## config.mk

```make
export PLATFORM = sky130hd
export DESIGN_NAME = lbw_uart
export DESIGN_NICKNAME = d
export VERILOG_FILES = /design/src/pkg/lbw_pkg.sv /design/src/rtl/lbw_uart.sv
export SDC_FILE = /design/constraint.sdc
export NUM_CORES = 1
export LEC_CHECK = 0
export BUFFER_PORTS_ARGS = -buffer_cell sky130_fd_sc_hd__buf_2
export CAP_MARGIN = 10
export CORE_MARGIN = 4
export CORE_UTILIZATION = 63
export DETAILED_ROUTE_END_ITERATION = 10
export GPL_ROUTABILITY_DRIVEN = 0
export GPL_TIMING_DRIVEN = 0
export PLACE_DENSITY = 0.81
export SLEW_MARGIN = 20
export SYNTH_ARGS = -nofsm -noshare
export SYNTH_HDL_FRONTEND = slang
export SYNTH_SLANG_ARGS = --single-unit
```

## constraint.sdc

```tcl
create_clock -name i_clk -period 4.4 [get_ports i_clk]
set_input_delay 0.88 -clock i_clk [delete_from_list [all_inputs] [get_ports i_clk]]
set_output_delay 0.88 -clock i_clk [all_outputs]
set_load 0.005 [all_outputs]
```

## src/pkg/lbw_pkg.sv

```systemverilog
// package: register map, fields, reset values and types for the lin break/autobaud/wake serial block
package lbw_pkg;
	// ========================================
	// register offsets
	localparam logic [3:0] ADDR_BAUD_CTRL = 4'h0;
	localparam logic [3:0] ADDR_DIV_LOW = 4'h1;
	localparam logic [3:0] ADDR_DIV_HIGH = 4'h2;
	localparam logic [3:0] ADDR_RX_STAT = 4'h3;
	localparam logic [3:0] ADDR_TX_STAT = 4'h4;
	localparam logic [3:0] ADDR_RX_DATA = 4'h5;
	localparam logic [3:0] ADDR_TX_DATA = 4'h6;
	localparam logic [3:0] ADDR_FLAGS = 4'h7;
	// ========================================
	// baud control fields
	localparam int BIT_AB_OVF = 7;
	localparam int BIT_RX_IDLE = 6;
	localparam int BIT_WAKE_EN = 1;
	localparam int BIT_AB_EN = 0;
	// rx status fields
	localparam int BIT_RX_EN = 7;
	localparam int BIT_FRAME_ERR = 2;
	// tx status fields
	localparam int BIT_TX_EN = 5;
	localparam int BIT_SEND_BREAK = 3;
	localparam int BIT_TX_SHIFT_EMPTY = 1;
	// flags register fields
	localparam int BIT_RX_IRQ = 5;
	localparam int BIT_TX_IRQ = 4;
	// ========================================
	// sizes and reset values
	localparam int BREAK_ZERO_BITS = 12;
	localparam int DATA_BITS = 8;
	localparam int AB_RISE_EDGES = 5;
	localparam logic [15:0] DIV_RESET = 16'h0000;
	localparam logic [15:0] AB_COUNT_START = 16'h0001;
	localparam logic [2:0] AB_PRESCALE_LAST = 3'h7;
	localparam int SAMPLE_PHASES = 16;
	// ========================================
	// types
	typedef enum logic [1:0] {RX_IDLE, RX_DATA, RX_STOP} lbw_rx_e;
	typedef enum logic [1:0] {TX_IDLE, TX_START, TX_DATA, TX_STOP} lbw_tx_e;
	typedef enum logic [1:0] {AB_OFF, AB_WAIT_START, AB_MEASURE} lbw_ab_e;
	typedef struct packed {
		logic [3:0] addr;
		logic [7:0] wdata;
		logic wr;
		logic rd;
	} lbw_bus_s;
endpackage

```

## src/rtl/lbw_uart.sv

```systemverilog
// lin serial block: autobaud with overflow, wake on break, break send and receive
`timescale 1ns/10ps
// Contract
// - autobaud counts from first rise, ends clearing enable
// - wake plus autobaud measures the byte after break
// - counter overflow before fifth rise sets overflow flag
// - overflow also sets receive interrupt flag
// - counter keeps running until the fifth rise
// - idle flag low during measurement, set at fifth
// - read after overflow, fifth rise sets interrupt again
// - early autobaud clear makes later falls start bits
// - wake enable halts reception, watches for wake
// - falling receive edge is wake, sets interrupt
// - wake interrupt synchronous here, async path external
// - rising edge ending break clears wake enable
// - reading receive data clears wake interrupt
// - nonzero character low time counts as wake
// - break is start, twelve zeros, stop
// - break started by data write, value ignored
// - send break cleared after stop, preload follows
// - shift empty flag tracks break like normal
// - received break gives interrupt, framing error, zero
// - wake mode: interrupt on break, then data interrupt
// - autobaud may be armed before sleep
module lbw_uart #(
	parameter int DIV_W = 16
) (
	// clock and reset
	input wire logic i_clk,
	input wire logic i_rst_n,
	input wire logic i_ce,

	// register port
	input wire lbw_pkg::lbw_bus_s i_bus,
	output logic [7:0] o_rdata,

	// serial pins
	input wire logic i_rx,
	output logic o_tx,

	// flags
	output logic o_rx_irq,
	output logic o_tx_irq
);

	typedef lbw_pkg::lbw_ab_e lbw_ab_st;
	typedef lbw_pkg::lbw_rx_e lbw_rx_st;
	typedef lbw_pkg::lbw_tx_e lbw_tx_st;

	typedef struct packed {
		logic [7:0] rdata;
		logic rx_q;
		logic ab_en;
		logic wake_en;
		logic ab_ovf;
		logic rx_en;
		logic tx_en;
		logic send_break;
		logic frame_err;
		logic rx_irq;
		logic wake_pend;
		logic [DIV_W-1:0] div;
		lbw_ab_st ab_st;
		logic [2:0] ab_pre;
		logic [2:0] ab_rises;
		logic ab_after_wake;
		lbw_rx_st rx_st;
		logic [DIV_W+3:0] rx_cnt;
		logic [3:0] rx_bit;
		logic [7:0] rx_sh;
		logic [7:0] rx_data;
		lbw_tx_st tx_st;
		logic [DIV_W+3:0] tx_cnt;
		logic [3:0] tx_bit;
		logic [7:0] tx_sh;
		logic tx_brk;
		logic [7:0] tx_buf;
		logic tx_buf_full;
		logic tx_buf_brk;
		logic tx_o;
	} st_s;

	st_s s;
	st_s next_s;
	logic fall;
	logic rise;
	logic [DIV_W+3:0] bit_len;

	// ========================================
	// helpers
	function automatic logic [DIV_W+3:0] bit_time(input logic [DIV_W-1:0] d);
		bit_time = {d, 4'h0} + (DIV_W+4)'(lbw_pkg::SAMPLE_PHASES);
	endfunction

	// one step of a bit-time counter
	function automatic logic [DIV_W+3:0] count_down(input logic [DIV_W+3:0] c);
		count_down = c - (DIV_W+4)'(1);
	endfunction
	function automatic logic count_done(input logic [DIV_W+3:0] c);
		count_done = c == '0;
	endfunction

	// receiver idle as software sees it
	function automatic logic rx_quiet(input lbw_rx_st r, input lbw_ab_st a);
		rx_quiet = r == lbw_pkg::RX_IDLE && a != lbw_pkg::AB_MEASURE;
	endfunction
	// level of a data bit on the line, zero for a break
	function automatic logic tx_level(input logic brk, input logic b);
		tx_level = brk ? 1'b0 : b;
	endfunction
	assign fall = s.rx_q & ~i_rx;
	assign rise = ~s.rx_q & i_rx;
	assign bit_len = bit_time(s.div);

	// ========================================
	// next state
	always_comb begin
		next_s = s;
		next_s.rx_q = i_rx;

		// ========================================
		// register writes
		if (i_bus.wr) begin
			unique case (i_bus.addr)
				lbw_pkg::ADDR_BAUD_CTRL: begin
					next_s.ab_en = i_bus.wdata[lbw_pkg::BIT_AB_EN];
					next_s.wake_en = i_bus.wdata[lbw_pkg::BIT_WAKE_EN];
					next_s.wake_pend = 1'b0;
					if (!i_bus.wdata[lbw_pkg::BIT_AB_OVF]) begin
						next_s.ab_ovf = 1'b0;
					end
					if (!i_bus.wdata[lbw_pkg::BIT_AB_EN]) begin
						next_s.ab_st = lbw_pkg::AB_OFF;
					end
				end
				lbw_pkg::ADDR_DIV_LOW: begin
					next_s.div[7:0] = i_bus.wdata;
				end
				lbw_pkg::ADDR_DIV_HIGH: begin
					next_s.div[DIV_W-1:8] = i_bus.wdata[DIV_W-9:0];
				end
				lbw_pkg::ADDR_RX_STAT: begin
					next_s.rx_en = i_bus.wdata[lbw_pkg::BIT_RX_EN];
				end
				lbw_pkg::ADDR_TX_STAT: begin
					next_s.tx_en = i_bus.wdata[lbw_pkg::BIT_TX_EN];
					next_s.send_break = i_bus.wdata[lbw_pkg::BIT_SEND_BREAK];
				end
				lbw_pkg::ADDR_TX_DATA: begin
					if (!s.tx_buf_full) begin
						next_s.tx_buf = i_bus.wdata;
						next_s.tx_buf_full = 1'b1;
						// a byte written while the break is on the line is the preload
						next_s.tx_buf_brk = s.send_break & s.tx_en
							& ~(s.tx_brk & s.tx_st != lbw_pkg::TX_IDLE);
					end
				end
				default: ;
			endcase
		end

		// ========================================
		// read of receive data clears the interrupt
		if (i_bus.rd && i_bus.addr == lbw_pkg::ADDR_RX_DATA) begin
			next_s.rx_irq = 1'b0;
		end

		// ========================================
		// wake on break
		if (s.wake_en) begin
			next_s.rx_st = lbw_pkg::RX_IDLE;
			if (fall) begin
				next_s.rx_irq = 1'b1;
				next_s.wake_pend = 1'b1;
			end else if (rise && s.wake_pend) begin
				// fall kept apart from the interrupt, so a read cannot lose the end of break
				next_s.wake_en = 1'b0;
				next_s.wake_pend = 1'b0;
				next_s.ab_after_wake = s.ab_en;
			end
		end

		// ========================================
		// autobaud
		else if (s.ab_en) begin
			next_s.rx_st = lbw_pkg::RX_IDLE;
			unique case (s.ab_st)
				lbw_pkg::AB_OFF: begin
					next_s.ab_st = lbw_pkg::AB_WAIT_START;
				end

				lbw_pkg::AB_WAIT_START: begin
					next_s.ab_after_wake = 1'b0;
					if (rise && !i_bus.wr) begin
						next_s.ab_st = lbw_pkg::AB_MEASURE;
						next_s.div = DIV_W'(lbw_pkg::AB_COUNT_START);
						next_s.ab_pre = 3'h0;
						next_s.ab_rises = 3'h1;
					end
				end

				lbw_pkg::AB_MEASURE: begin
					next_s.ab_pre = s.ab_pre + 3'h1;
					if (s.ab_pre == lbw_pkg::AB_PRESCALE_LAST) begin
						next_s.div = s.div + DIV_W'(1);
						if (&s.div) begin
							next_s.ab_ovf = 1'b1;
							next_s.rx_irq = 1'b1;
						end
					end
					if (rise) begin
						next_s.ab_rises = s.ab_rises + 3'h1;
						if (s.ab_rises == 3'(lbw_pkg::AB_RISE_EDGES - 1)) begin
							next_s.ab_en = 1'b0;
							next_s.ab_st = lbw_pkg::AB_OFF;
							next_s.rx_irq = 1'b1;
						end
					end
				end
				default: begin
					next_s.ab_st = lbw_pkg::AB_OFF;
				end
			endcase
		end

		// ========================================
		// normal receive
		else if (s.rx_en) begin
			unique case (s.rx_st)
				lbw_pkg::RX_IDLE: begin
					if (fall) begin
						next_s.rx_st = lbw_pkg::RX_DATA;
						next_s.rx_cnt = bit_len + (bit_len >> 1);
						next_s.rx_bit = 4'h0;
					end
				end

				lbw_pkg::RX_DATA: begin
					next_s.rx_cnt = count_down(s.rx_cnt);
					if (count_done(s.rx_cnt)) begin
						next_s.rx_sh = {i_rx, s.rx_sh[7:1]};
						next_s.rx_cnt = bit_len;
						next_s.rx_bit = s.rx_bit + 4'h1;
						if (s.rx_bit == 4'(lbw_pkg::DATA_BITS - 1)) begin
							next_s.rx_st = lbw_pkg::RX_STOP;
						end
					end
				end

				lbw_pkg::RX_STOP: begin
					next_s.rx_cnt = count_down(s.rx_cnt);
					if (count_done(s.rx_cnt)) begin
						next_s.rx_data = s.rx_sh;
						next_s.frame_err = ~i_rx;
						next_s.rx_irq = 1'b1;
						next_s.rx_st = lbw_pkg::RX_IDLE;
					end
				end

				default: begin
					next_s.rx_st = lbw_pkg::RX_IDLE;
				end
			endcase
		end

		// ========================================
		// transmit
		unique case (s.tx_st)
			lbw_pkg::TX_IDLE: begin
				next_s.tx_o = 1'b1;
				if (s.tx_buf_full && s.tx_en) begin
					next_s.tx_st = lbw_pkg::TX_START;
					next_s.tx_brk = s.tx_buf_brk;
					next_s.tx_sh = s.tx_buf_brk ? 8'h00 : s.tx_buf;
					next_s.tx_buf_full = 1'b0;
					next_s.tx_cnt = bit_len;
					next_s.tx_o = 1'b0;
				end
			end

			lbw_pkg::TX_START: begin
				next_s.tx_cnt = count_down(s.tx_cnt);
				if (count_done(s.tx_cnt)) begin
					next_s.tx_st = lbw_pkg::TX_DATA;
					next_s.tx_cnt = bit_len;
					next_s.tx_bit = 4'h0;
					next_s.tx_o = tx_level(s.tx_brk, s.tx_sh[0]);
				end
			end

			lbw_pkg::TX_DATA: begin
				next_s.tx_cnt = count_down(s.tx_cnt);
				if (count_done(s.tx_cnt)) begin
					next_s.tx_cnt = bit_len;
					next_s.tx_bit = s.tx_bit + 4'h1;
					next_s.tx_sh = {1'b0, s.tx_sh[7:1]};
					next_s.tx_o = tx_level(s.tx_brk, s.tx_sh[1]);
					if (s.tx_bit == (s.tx_brk ? 4'(lbw_pkg::BREAK_ZERO_BITS - 1)
							: 4'(lbw_pkg::DATA_BITS - 1))) begin
						next_s.tx_st = lbw_pkg::TX_STOP;
						next_s.tx_o = 1'b1;
					end
				end
			end

			lbw_pkg::TX_STOP: begin
				next_s.tx_cnt = count_down(s.tx_cnt);
				if (count_done(s.tx_cnt)) begin
					next_s.tx_st = lbw_pkg::TX_IDLE;
					if (s.tx_brk) begin
						next_s.send_break = 1'b0;
					end
				end
			end
		endcase

		// ========================================
		// read data
		next_s.rdata = 8'h00;
		if (i_bus.rd) begin
			unique case (i_bus.addr)
				lbw_pkg::ADDR_BAUD_CTRL: begin
					next_s.rdata[lbw_pkg::BIT_AB_OVF] = s.ab_ovf;
					next_s.rdata[lbw_pkg::BIT_RX_IDLE] = rx_quiet(s.rx_st, s.ab_st);
					next_s.rdata[lbw_pkg::BIT_WAKE_EN] = s.wake_en;
					next_s.rdata[lbw_pkg::BIT_AB_EN] = s.ab_en;
				end
				lbw_pkg::ADDR_DIV_LOW: begin
					next_s.rdata = s.div[7:0];
				end
				lbw_pkg::ADDR_DIV_HIGH: begin
					next_s.rdata = 8'(s.div[DIV_W-1:8]);
				end
				lbw_pkg::ADDR_RX_STAT: begin
					next_s.rdata[lbw_pkg::BIT_RX_EN] = s.rx_en;
					next_s.rdata[lbw_pkg::BIT_FRAME_ERR] = s.frame_err;
				end
				lbw_pkg::ADDR_TX_STAT: begin
					next_s.rdata[lbw_pkg::BIT_TX_EN] = s.tx_en;
					next_s.rdata[lbw_pkg::BIT_SEND_BREAK] = s.send_break;
					next_s.rdata[lbw_pkg::BIT_TX_SHIFT_EMPTY] = s.tx_st == lbw_pkg::TX_IDLE;
				end
				lbw_pkg::ADDR_RX_DATA: begin
					next_s.rdata = s.rx_data;
				end
				lbw_pkg::ADDR_FLAGS: begin
					next_s.rdata[lbw_pkg::BIT_RX_IRQ] = s.rx_irq;
					next_s.rdata[lbw_pkg::BIT_TX_IRQ] = ~s.tx_buf_full;
				end
				default: begin
					next_s.rdata = 8'h00;
				end
			endcase
		end
	end

	// ========================================
	// state register
	always_ff @(posedge i_clk or negedge i_rst_n) begin
		if (!i_rst_n) begin
			s <= '0;
			s.rx_q <= 1'b1;
			s.tx_o <= 1'b1;
			s.div <= DIV_W'(lbw_pkg::DIV_RESET);
		end else if (i_ce) begin
			s <= next_s;
		end
	end

	// ========================================
	// outputs
	assign o_rdata = s.rdata;
	assign o_tx = s.tx_o;
	assign o_rx_irq = s.rx_irq;
	assign o_tx_irq = ~s.tx_buf_full;
endmodule

```

# ---- After elaboration in Yosys (flattened, before gate mapping)
# Index checks and enable logic that the tools add are counted.
dict set report classes {
  n_eq_ne 32
  n_mux 98
  n_addsub 9
  n_bitwise 11
  reduce_logical 37
}
# op count
set op_table {}
lappend op_table {{$pmux 22 s4} 1}
lappend op_table {{$mux 34} 2}
lappend op_table {{$pmux 20 s3} 1}
lappend op_table {{$mux 8} 7}
lappend op_table {{$mux 26} 2}
lappend op_table {{$mux 24} 2}
lappend op_table {{$mux 1} 44}
lappend op_table {{$mux 42} 1}
lappend op_table {{$logic_not 20->1} 2}
lappend op_table {{$sub 20x1->20 const B} 2}
lappend op_table {{$reduce_and 6->1} 6}
lappend op_table {{$pmux 16 s2} 1}
lappend op_table {{$mux 2} 13}
lappend op_table {{$mux 25} 1}
lappend op_table {{$mux 22} 1}
lappend op_table {{$add 20x19->20} 1}
lappend op_table {{$add 20x5->20 const B} 1}
lappend op_table {{$eq 4x3->1 const B} 5}
lappend op_table {{$ne 2x2->1 const B} 10}
lappend op_table {{$pmux 1 s4} 5}
lappend op_table {{$mux 19} 1}
lappend op_table {{$add 16x1->16 const B} 1}
lappend op_table {{$mux 16} 1}
lappend op_table {{$ne 4x4->1 const B} 4}
lappend op_table {{other kinds (32)} 72}
dict set report word_totals {
  wordCells 216
  reg_bits 130
  output_inout_bits 11
  in_bits 18
}

# ---- Logic depth before layout (Yosys ltp)
dict set report logic_depth {
  ltp_word 10
  mapped_depth 16
  mapped_depth_nobuf 14
}

# ---- Least setup slack after synthesis
# OpenSTA, ideal clock, no wires.
dict set report synth_path {
  path_type {register -> register}
  from {register s[98] (netlist bit)}
  to {register s[84] (netlist bit)}
  path_buffers 1
  setup_time_ns 0.099
  required_time_ns 4.301
  path_stages_with_launch 16
  period_less_slack_ns 3.599
  arrival_ns 3.499
  path_slack_ns 0.801
  path_cell_list {dfrtp_1 > ha_1 > buf_2 > nand3_1 > xnor2_1 > inv_1 > ha_1 > and3_1 > a2111o_1 > nor4_2 > o21ai_2 > o21a_1 > a211oi_2 > o41ai_2 > xnor2_1 > a311oi_1}
}
dict set report synth_via {
  elab_chain_cells 4
  elab_cells_between_ends 5
  cone_classes {2 x add/sub; 3 x mux}
}
# item line
set synth_lines {}
lappend synth_lines {{start, declared} lbw_uart.sv:83} ;# st_s s;
lappend synth_lines {{start signal, assigned} lbw_uart.sv:366} ;# s <= next_s;
lappend synth_lines {{$add 20x5->20 (*)} lbw_uart.sv:92} ;# bit_time = {d, 4'h0} + (DIV_W+4)'(lbw_pkg::SAMPLE_PHASES);
lappend synth_lines {{$add 20x19->20} lbw_uart.sv:233} ;# next_s.rx_cnt = bit_len + (bit_len >> 1);
lappend synth_lines {{$mux 26} lbw_uart.sv:231} ;# if (fall) begin
lappend synth_lines {{$pmux 20 s3 (*)} lbw_uart.sv:229} ;# unique case (s.rx_st)
# Every way passes the cells marked *; elsewhere a longest branch is shown, timed or not. The select of a mux whose other input is x is not followed.
# A chain may end at the register's enable or synchronous reset.

# ---- Worst setup path after layout
# Ends and elaborated chain as after synthesis.

==> reports/metrics.csv <==
stage,metric,value,unit
floorplan,core_region_area,0.01282,mm²
detailed_routing,wl,23010,µm
detailed_routing,detail_route.first_pass.iterations,6,
placement,place.port_buffers,25,
timing,clock-skew-final,0.008750,ns
timing,final-setup-viol-count,0,
logic_synthesis,synth-edff-count,0,
placement,post-place-cells,1159,
run_status,outcome,completed,
detailed_routing,ant_nets,0,
pwr,vdd_drop_max,321.4,µV
logic_synthesis,syn_nets,1013,
pwr,power.static_leakage,4.181,nW
clock_tree,htree_num_levels,4,
worst_setup_path,worstPathCellList,ha_1 -> buf_2 -> xnor2_1 -> inv_1 -> ha_1 -> and3_1 -> a2111o_1 -> nor4_4 -> o21ai_2 -> o21a_1 -> a211oi_2 -> o41ai_2 -> xnor2_1 -> a311oi_1,
timing,slew_violations,0,
logic_synthesis,synth-seq-cells,130,
clock_tree,cts_max_path_buffers,2,
grt,grt_first_pass_wirelength,36740,µm
floorplan,initial_utilization,65.46,%
timing,maxClockFrequency,237.1,MHz
logic_synthesis,synth-async-reset-ratio,100.0,%
finish,finish.cell_count_without_fillers,1191,
logic_synthesis,synth.yosys.warnings,0,
finish,ratio_of_cells_with_drive_above_1_in_the_final_layout,12.56,%
floorplan,fp-row-count,41,
worst_setup_path,rr_startpoint,s[98],
detailed_routing,first_iter_violations,997,
worst_setup_path,critPathBufInv,2,
grt,initial_antenna_violation_count,0,
logic_synthesis,avgSynthCellArea,8.736,µm²
worst_setup_path,end_kind,register,
clock_tree,tritoncts,yes,
floorplan,dieHeight,123.4,µm
worst_setup_path,timing_worst_setup_path_type,register to register,
finish,layout.nets,1058,
logic_synthesis,post_synth_num_cell_types,79,
timing,finalHoldViolCount,0,
floorplan,chipWidth,123.4,µm
detailed_routing,routed_wire_length_per_instance,19.32,µm
worst_hold_path,hp-class,input pin to async pin,
timing,post-route-period-util,95.85,%
clock_tree,clkLatencyLatePin,0.44,ns
finish,finish.utilization,73.40,%
job,maxCapViolations,0,
detailed_routing,route.detailed.drc,0,
logic_synthesis,synthCells,961,
detailed_routing,detail_route.vias_per_cell,6.492,
logic_synthesis,synth.yosys.seq_area_share,38.78,%
worst_setup_path,critical_path.startpoint_type,register,
worst_setup_path,critical-path-top-delay-family,compound AO/OA/AOI/OAI gates,
worst_setup_path,crit_arrival,4.55,ns
placement,place_worst_setup_slack,0.1000,ns
pwr,power.density,539.4,mW/mm²
worst_setup_path,crit_required,4.73,ns
grt,globalRoute.totalOverflow,0,
timing,layout_setup_ws,0.1826,ns
clock_tree,clock_tree_root_buffer_cell,sky130_fd_sc_hd__clkbuf_16,
clock_tree,ctsHoldBuffers,0,
grt,grt_pass1_vias,7142,
clock_tree,cts.clk_slew.worst_paths,0.06,ns
worst_setup_path,critical_path.max_fanout,9,
floorplan,fp.dieArea,0.01524,mm²
grt,grt_start_max_net_pins,95,
finish,antennaDiodeCount,0,
logic_synthesis,synth.cell_area,0.008396,mm²
floorplan,io_pins,29,
logic_synthesis,synth_flop_cell,sky130_fd_sc_hd__dfrtp_1,
timing,maxSlewHeadroom,24.01,%
pwr,power,0.005078,W
timing,timing.final.crit_period,4.217,ns
detailed_routing,dr_total_vias,7732,
worst_setup_path,slowest_delay,0.49,ns
worst_setup_path,startpoint,s[98],
finish,area_growth_from_synthesis_to_layout,12.13,%
worst_setup_path,critical-path-slowest-cell,sky130_fd_sc_hd__dfrtp_1,
clock_tree,total_cts_buffers,17,
clock_tree,tritoncts_num_sinks,130,
placement,place.detailed.hpwl,16210,µm
timing,timing_worst_slew_pin_value,1.124,ns
grt,gr-usage-all-layers,31.44,%
==> cell usage after synthesis (10+ instances only) <==
master	number	share of area, %
sky130_fd_sc_hd__a21oi_1	69	4.1
sky130_fd_sc_hd__a22o_1	13	1.4
sky130_fd_sc_hd__a22oi_1	15	1.3
sky130_fd_sc_hd__and3_1	13	0.97
sky130_fd_sc_hd__buf_4	12	1.1
sky130_fd_sc_hd__clkbuf_1	30	1.3
sky130_fd_sc_hd__dfrtp_1	128	38
sky130_fd_sc_hd__ha_1	34	5.1
sky130_fd_sc_hd__inv_1	44	2.0
sky130_fd_sc_hd__mux2_2	31	4.2
sky130_fd_sc_hd__nand2_1	100	4.5
sky130_fd_sc_hd__nand3_1	21	1.3
sky130_fd_sc_hd__nand4_1	10	0.75
sky130_fd_sc_hd__nor2_1	87	3.9
sky130_fd_sc_hd__nor3_1	27	1.6
sky130_fd_sc_hd__nor4_1	14	1.0
sky130_fd_sc_hd__o21ai_0	99	5.9
sky130_fd_sc_hd__o22ai_1	15	1.1
sky130_fd_sc_hd__xnor2_1	29	3.0
sky130_fd_sc_hd__xor2_1	18	1.9
==> per-layer routing <==
metal,GRT usage (%),vias up,part of all wire (%)
met1,43.09,3660,42
met4,13.70,0,3.5
met5,0,-,0
met3,6.450,78,8.4
li1,-,3580,-
met2,48.49,414,46
==> area by class of cell <==
cell class	instances	area, µm²
multi-input cells	733	4693
fillers	941	3411
flip-flops and latches	130	3256
clock buffers	23	467.9
plain buffers	53	294.0
well taps	172	215.2
inverters	45	168.9
repair buffers	26	162.7
clock inverters	9	156.4
==> stage by stage <==
| step | hold WS, ns | cell area [µm²] | setup TNS (ns) |
|---|---|---|---|
| CTS | 0.3189 | 9398 | 0 |
| detailed placement | 0.4720 | 8773 | 0 |
| global placement | 0.4732 | 8736 | 0 |
| finish | 0.3067 | 9414 | 0 |
| floorplan | 0.4502 | 8396 | 0 |
| global route | 0.3212 | 9414 | -0.02381 |
==> sequential cells by signal (all words and copies together) (netlist names) <==
register,cells
s,120
o_rdata,8
o_rx_irq,1
o_tx,1
==> cells in the final DEF, fill, tap and decap left out, drive strengths merged, types with 7 or more instances in the layout <==
master    n
xnor2    30
and3     13
nand3    23
inv      44
nand2b    9
o22ai    15
ha       34
o21ai   105
nand2   100
nor2     87
nor3b     8
mux2     31
clkbuf   56
dfrtp   128
a21o      8
nor3     29
nand4    10
a21oi    70
o31ai     7
buf      46
nor4     15
xor2     18
a22o     13
a22oi    15
==> final timing paths <==
check                      cells after the start  slack [ns]      to
setup / recovery                              14        0.18   s[84]
hold / removal                                 1        0.31   s[22]
setup reg to reg                              14        0.18   s[84]
hold reg to reg                                2        0.49  s[115]
max in group asynchronous                      2        3.33  s[122]
min in group i_clk                             2        0.49  s[115]
==> power breakdown <==
group / internal, W / total [W] / switching [W]
sequential: 0.00142 / 0.00165 / 0.000229
clock: 0.000977 / 0.00152 / 0.000541
combinational: 0.000687 / 0.00191 / 0.00122
total: 0.00309 / 0.00508 / 0.00199
==> cells by family (layout without fill, tap and decap cells) <==
group / Yosys count / count (layout) / synth area share [%]
mux: 36 / 36 / 4.754
fa+ha+maj: 35 / 35 / 5.186
simple gates: 321 / 321 / 18.41
buf+inv: 98 / 156 / 5.514
flops: 130 / 130 / 38.78
compound gates: 293 / 293 / 22.27
xor+xnor: 48 / 48 / 5.097
==> what timing repair did <==
| action | in CTS | in global routing |
|---|---|---|
| gates resized for setup | 0 | 2 |
| buffers inserted | 0 | 0 |
| endpoints found under the setup margin | 0 | 3 |
Note: power is estimated with default switching activity, not from simulation.
